`src/gpio_dir_pkg.sv`:
```
// Package with register map, field layout and reset values of the port block.
package gpio_dir_pkg;

    localparam int ADDR_W = 4;
    localparam int DATA_W = 8;
    localparam int NUM_DIR = 6;
    localparam int DIR_IDX_W = 3;

    // Register offsets, one byte register per address.
    localparam logic [3:0] OFF_PORT1_DIR = 4'h0;
    localparam logic [3:0] OFF_PORT2_DIR = 4'h1;
    localparam logic [3:0] OFF_PORT3_DIR = 4'h2;
    localparam logic [3:0] OFF_PIN_LEVELS4 = 4'h3;
    localparam logic [3:0] OFF_PORT5_DIR = 4'h4;
    localparam logic [3:0] OFF_PORTA_DIR = 4'h5;
    localparam logic [3:0] OFF_PORTB_DIR = 4'h6;

    // Field layout of the port 4 pin-level register.
    localparam int PIN4_LSB = 0;
    localparam int PIN4_MSB = 3;
    localparam int PIN4_W = 4;
    localparam logic [3:0] PIN4_RSVD_VAL = 4'h0;

    localparam logic [7:0] DIR_RESET = 8'h00;
    localparam logic [7:0] RD_NONE = 8'h00;
    // Value returned when a write-only register is read; any value is legal.
    localparam logic [7:0] WO_READ_VAL = 8'h00;

    localparam logic [2:0] IDX_NONE = 3'h7;

    typedef struct packed {
        logic [ADDR_W-1:0] addr;
        logic [DATA_W-1:0] wdata;
        logic wr;
        logic rd;
    } reg_req_s;

endpackage

```
`src/dir_reg_bank.sv`:
```
// Small memory of port direction registers, written whole bytes only.
`timescale 1ns/10ps
module dir_reg_bank (
    input wire logic clk_i,
    input wire logic resetn_i,
    input wire logic ce_i,
    input wire logic we_i,
    input wire logic [gpio_dir_pkg::DIR_IDX_W-1:0] idx_i,
    input wire logic [gpio_dir_pkg::DATA_W-1:0] wdata_i,
    output logic [gpio_dir_pkg::NUM_DIR*gpio_dir_pkg::DATA_W-1:0] dir_o
);
    import gpio_dir_pkg::*;

    logic [DATA_W-1:0] mem_q [NUM_DIR];

    ////////////////////////////////////////////////////////////////////////
    genvar g;
    for (g = 0; g < NUM_DIR; g++) begin : g_reg
        always_ff @(posedge clk_i or negedge resetn_i) begin
            if (!resetn_i) begin
                mem_q[g] <= DIR_RESET;
            end else if (ce_i && we_i && idx_i == DIR_IDX_W'(g)) begin
                mem_q[g] <= wdata_i;
            end
        end
        assign dir_o[g*DATA_W +: DATA_W] = mem_q[g];
    end

endmodule

```
`src/gpio_dir_regs.sv`:
```
// Port direction registers and port 4 pin-level register behind a byte bus.
//
// Operation
// - Direction register reads return no stored value.
// - Direction registers take whole-byte writes only.
// - Reset clears all direction bits to zero.
// - Port 4 register shows live pins, read-only.
// - Port 4 bits 7 to 4 are reserved.
//
// Chosen here: the plain strobed port and the placing of the registers.
`timescale 1ns/10ps
module gpio_dir_regs (
    input wire logic clk_i,
    input wire logic resetn_i,
    input wire logic ce_i,
    input wire logic [gpio_dir_pkg::ADDR_W-1:0] addr_i,
    input wire logic [gpio_dir_pkg::DATA_W-1:0] wdata_i,
    input wire logic wr_i,
    input wire logic rd_i,
    input wire logic [gpio_dir_pkg::PIN4_W-1:0] pin_levels_bank4_pins_i,
    output logic [gpio_dir_pkg::DATA_W-1:0] rdata_o,
    output logic [gpio_dir_pkg::DATA_W-1:0] port1_oe_o,
    output logic [gpio_dir_pkg::DATA_W-1:0] port2_oe_o,
    output logic [gpio_dir_pkg::DATA_W-1:0] port3_oe_o,
    output logic [gpio_dir_pkg::DATA_W-1:0] port5_oe_o,
    output logic [gpio_dir_pkg::DATA_W-1:0] porta_oe_o,
    output logic [gpio_dir_pkg::DATA_W-1:0] portb_oe_o
);
    import gpio_dir_pkg::*;

    ////////////////////////////////////////////////////////////////////////
    // Address decode.

    function automatic logic [DIR_IDX_W-1:0] dir_index(
        input logic [ADDR_W-1:0] a
    );
        logic [DIR_IDX_W-1:0] r;
        r = IDX_NONE;
        unique case (a)
            OFF_PORT1_DIR: r = 3'h0;
            OFF_PORT2_DIR: r = 3'h1;
            OFF_PORT3_DIR: r = 3'h2;
            OFF_PORT5_DIR: r = 3'h3;
            OFF_PORTA_DIR: r = 3'h4;
            OFF_PORTB_DIR: r = 3'h5;
            default: r = IDX_NONE;
        endcase
        return r;
    endfunction

    reg_req_s req;
    logic [DIR_IDX_W-1:0] wr_idx;
    logic is_dir;
    logic is_pin4;
    logic dir_we;
    logic [NUM_DIR*DATA_W-1:0] dir_all;
    logic [DATA_W-1:0] rdata_d;
    logic [DATA_W-1:0] rdata_q;
    logic [PIN4_W-1:0] pin_meta_q;
    logic [PIN4_W-1:0] pin_sync_q;
    logic [NUM_DIR*DATA_W-1:0] oe_q;

    assign req = '{addr: addr_i, wdata: wdata_i, wr: wr_i, rd: rd_i};
    assign wr_idx = dir_index(req.addr);
    assign is_dir = (wr_idx != IDX_NONE);
    assign is_pin4 = (req.addr == OFF_PIN_LEVELS4);
    assign dir_we = req.wr && is_dir;

    ////////////////////////////////////////////////////////////////////////
    // Direction storage.

    dir_reg_bank u_bank (
        .clk_i(clk_i),
        .resetn_i(resetn_i),
        .ce_i(ce_i),
        .we_i(dir_we),
        .idx_i(wr_idx),
        .wdata_i(req.wdata),
        .dir_o(dir_all)
    );

    ////////////////////////////////////////////////////////////////////////
    // Pin sampling; the pins are asynchronous to the bus clock.

    always_ff @(posedge clk_i or negedge resetn_i) begin
        if (!resetn_i) begin
            pin_meta_q <= '0;
            pin_sync_q <= '0;
        end else if (ce_i) begin
            pin_meta_q <= pin_levels_bank4_pins_i;
            pin_sync_q <= pin_meta_q;
        end
    end

    ////////////////////////////////////////////////////////////////////////
    // Read path.

    assign rdata_d = !req.rd ? RD_NONE :
        is_pin4 ? {PIN4_RSVD_VAL, pin_sync_q} :
        is_dir ? WO_READ_VAL : RD_NONE;

    always_ff @(posedge clk_i or negedge resetn_i) begin
        if (!resetn_i) begin
            rdata_q <= RD_NONE;
        end else if (ce_i) begin
            rdata_q <= rdata_d;
        end
    end

    // Output enables are registered once more so that every port leaves
    // straight from a flip-flop; this costs one cycle of pin latency.
    // bit drives pin
    always_ff @(posedge clk_i or negedge resetn_i) begin
        if (!resetn_i) begin
            oe_q <= '0;
        end else if (ce_i) begin
            oe_q <= dir_all;
        end
    end

    assign rdata_o = rdata_q;
    assign port1_oe_o = oe_q[0*DATA_W +: DATA_W];
    assign port2_oe_o = oe_q[1*DATA_W +: DATA_W];
    assign port3_oe_o = oe_q[2*DATA_W +: DATA_W];
    assign port5_oe_o = oe_q[3*DATA_W +: DATA_W];
    assign porta_oe_o = oe_q[4*DATA_W +: DATA_W];
    assign portb_oe_o = oe_q[5*DATA_W +: DATA_W];

endmodule

```
`config.mk`:
```
export PLATFORM = sky130hd
export DESIGN_NAME = gpio_dir_regs
export DESIGN_NICKNAME = d
export VERILOG_FILES = /design/src/gpio_dir_pkg.sv /design/src/dir_reg_bank.sv /design/src/gpio_dir_regs.sv
export SDC_FILE = /design/constraint.sdc
export NUM_CORES = 1
export LEC_CHECK = 0
export BUFFER_PORTS_ARGS = -buffer_cell sky130_fd_sc_hd__buf_4
export CAP_MARGIN = 20
export CORE_UTILIZATION = 59
export CTS_CLUSTER_SIZE = 24
export DETAILED_ROUTE_END_ITERATION = 10
export PLACE_DENSITY = 0.84
export REMOVE_ABC_BUFFERS = 1
export SLEW_MARGIN = 20
export SYNTH_ARGS = -nofsm -noshare
export SYNTH_HDL_FRONTEND = slang
export SYNTH_SLANG_ARGS = --single-unit
```
`constraint.sdc`:
```
create_clock -name clk_i -period 1.33 [get_ports clk_i]
set_clock_uncertainty 0.15 [all_clocks]
set_input_delay 0.0665 -clock clk_i [delete_from_list [all_inputs] [get_ports clk_i]]
set_output_delay 0.0665 -clock clk_i [all_outputs]
set_load 0.01 [all_outputs]
```
==> results.yml <==
grt:
  grt_max_degree: 43
  first_global_vias: 2450
  grtUsageTotal_pct: 22.87
  antenna_found_initial: 0
  overflow: 0
  grt_pass1_wl_um: 12430
yosys:
  yosysUniqueCellTypes: 16
  ys_ff_latch: 108
  syn-mean-instance-area_um2: 17.07
  synthCells: 241
  synth_top_area_cell: "dfrtp_1"
  synth_top_area_share_pct: 65.71
  yosys-top-cells-area: "dfrtp_1, mux2_2, buf_4, nor3b_4, a22o_1"
  yosysSeqAreaShare_pct: 65.71
  synth_warnings: 0
  synth_area_um2: 4113
clocking:
  numCtsBuffers: 9
  cts_tree: "done"
  clkTransAtPathRegs_ns: 0.10
  cts_sinks: 108
  cts-root-buf: "clkbuf_8"
  clock_latency_ns: 0.36
  clock_path_buffers: 2
  htreeDepth: 3
worst_hold_path:
  hp-class: "input pin to asynchronous set/reset pin"
floorplan:
  num_rows: 30
  die_width_um: 85.49
  dieHeight_um: 85.49
  core_area_um2: 6756
  start_util_pct: 60.87
  die_area_um2: 7309
  ioPinCount: 77
layout:
  fillCellCount: 407
  fin_util_pct: 76.94
  area_delta_synth_final_pct: 26.41
  design_area_um2: 5199
  num_antenna_cells: 0
  multi_input_area_um2: 1345
  layout.nets: 365
  drive_gt1_share_pct: 60.74
  seqCellArea_um2: 2703
detailed_routing:
  dr.pass1.iters: 4
  ant_nets: 0
  routed_wl_um: 7519
  wl_per_cell_um: 17.53
  drc: 0
  vias: 2298
  via_per_inst: 5.357
  drt_iter0_markers: 95
sta:
  finalSetupViolations: 0
  timing.hold.ws_ns: 0.004942
  drv_slew: 0
  period_needed_ns: 1.232
  setup_ws_ns: 0.09845
  max_freq_mhz: 812.0
  hold_violations: 0
  rsz0062_at_grt: "no"
  fin_crit_sh_pct: 92.60
  setup_tns_ns: 0
flow_run:
  drv_cap: 0
power_and_ir_drop:
  power.density_nw_per_um2: 1485
  irDropWorstVdd_uv: 866.5
  leakage_nw: 2.559
worst_setup_path:
  startpoint: "addr_i[2]"
  critPathArrivalTime_ns: 1.39
  cp_max_fo: 4
  reg2reg_from: "oe_q[34]$_DFFE_PN0P_"
  crit_path_end_kind: "flop"
  crit_type: "input pin to flop"
  start_kind: "input pin"
  worstPathRequired_ns: 1.49
place:
  gp_congestion: 0.7028
  dpl.hpwl_um: 4998
  io_buffers: 72
  placed_area_um2: 4852
  preCtsSetupSlack_ns: -0.1286
run_status:
  status: "finished clean"
## sequential cells by signal, summed over array words and instances (netlist names)
name / count
oe_q: 48
u_bank.dir_o: 48
rdata_o: 4
pin_sync_q: 4
pin_meta_q: 4
## per-stage QoR
step / instances / total power, W
after floorplan: 232 / 0.005027
after global placement: 397 / 0.005853
after detailed placement: 397 / 0.005930
after CTS: 429 / 0.007817
after global routing: 429 / 0.008130
final: 429 / 0.007722
## placed cells by master, fill, tap and decap left out, types with 2 or more instances in the layout
cell and n:
clkbuf_8 9, buf_12 5, clkinv_4 5, nor3b_4 2, dlygate4sd3_1 16, mux2_2 104
conb_1 4, dfrtp_1 108, buf_4 80, nand3b_2 2, a22o_1 4
## worst max-delay path: stages
cell and delay, ns:
buf_4 0.13, dlygate4sd3_1 0.56, nor3_1 0.43, a22o_1 0.21
## what timing repair did
item / 4_1_cts / 5_1_grt
endpoints found under the hold margin: 164 / 0
buffers inserted: 0 / 0
resized for setup: 0 / 0
hold buffers: 16 / 0
## metal layers
layer,track usage [%],vias to the layer above,wire length (um)
met5,0,-,0
met4,9.091,0,128
met3,4.812,10,279
met2,37.24,51,3723
met1,30.58,1178,3387
li1,-,1059,-
## logic make-up (layout without fill, tap and decap cells)
family | after synthesis | after routing | synth area share, %
DFF | 108 | 108 | 65.71
muxes | 104 | 104 | 28.48
buffers and inverters | 13 | 118 | 1.856
and+or+nand+nor | 11 | 11 | 3.012
AOI/OAI and AO/OA | 4 | 4 | 0.8518
other | 1 | 4 | 0.09118
## power by group
group          switching (W)  leakage [nW]  total, W  internal, W
clock                0.00113        0.0915   0.00184     0.000710
combinational       0.000618          1.09   0.00162     0.000997
sequential          0.000340          1.38   0.00427      0.00393
## synth_stat cells
master,instances
dfrtp_1,108
mux2_2,104
buf_2,7
buf_4,5
a22o_1,4
nand3b_2,2
nor3b_4,2
and4bb_2,1
conb_1,1
inv_1,1
nand2_2,1
nand2b_1,1
nand4_1,1
nand4b_4,1
nor2_1,1
nor3_1,1
## final cells by class
| cell class | instances | area share [%] |
|---|---|---|
| Clock inverter | 7 | 1.203 |
| Tap cell | 80 | 1.925 |
| Clock buffer | 9 | 2.383 |
| Inverter | 1 | 0.07220 |
| Timing Repair Buffer | 101 | 16.56 |
| Sequential cell | 108 | 51.99 |
| Multi-Input combinational cell | 123 | 25.87 |
## path summary, 6_finish.rpt
path                                                    end  slack (ns)  cells after the start
worst min register to register          oe_q[8]$_DFFE_PN0P_        0.35                      1
worst max register to register         oe_q[34]$_DFFE_PN0P_        0.38                      1
worst max-delay path                 rdata_o[1]$_DFFE_PN0P_         0.1                      4
worst min-delay path              pin_meta_q[0]$_DFFE_PN0P_       0.005                      2
min in group clk_i                   rdata_o[0]$_DFFE_PN0P_        0.07                      4
max in group asynchronous       u_bank.dir_o[9]$_DFFE_PN0P_        0.48                      3
No activity file was read; power rests on OpenSTA's default activity.
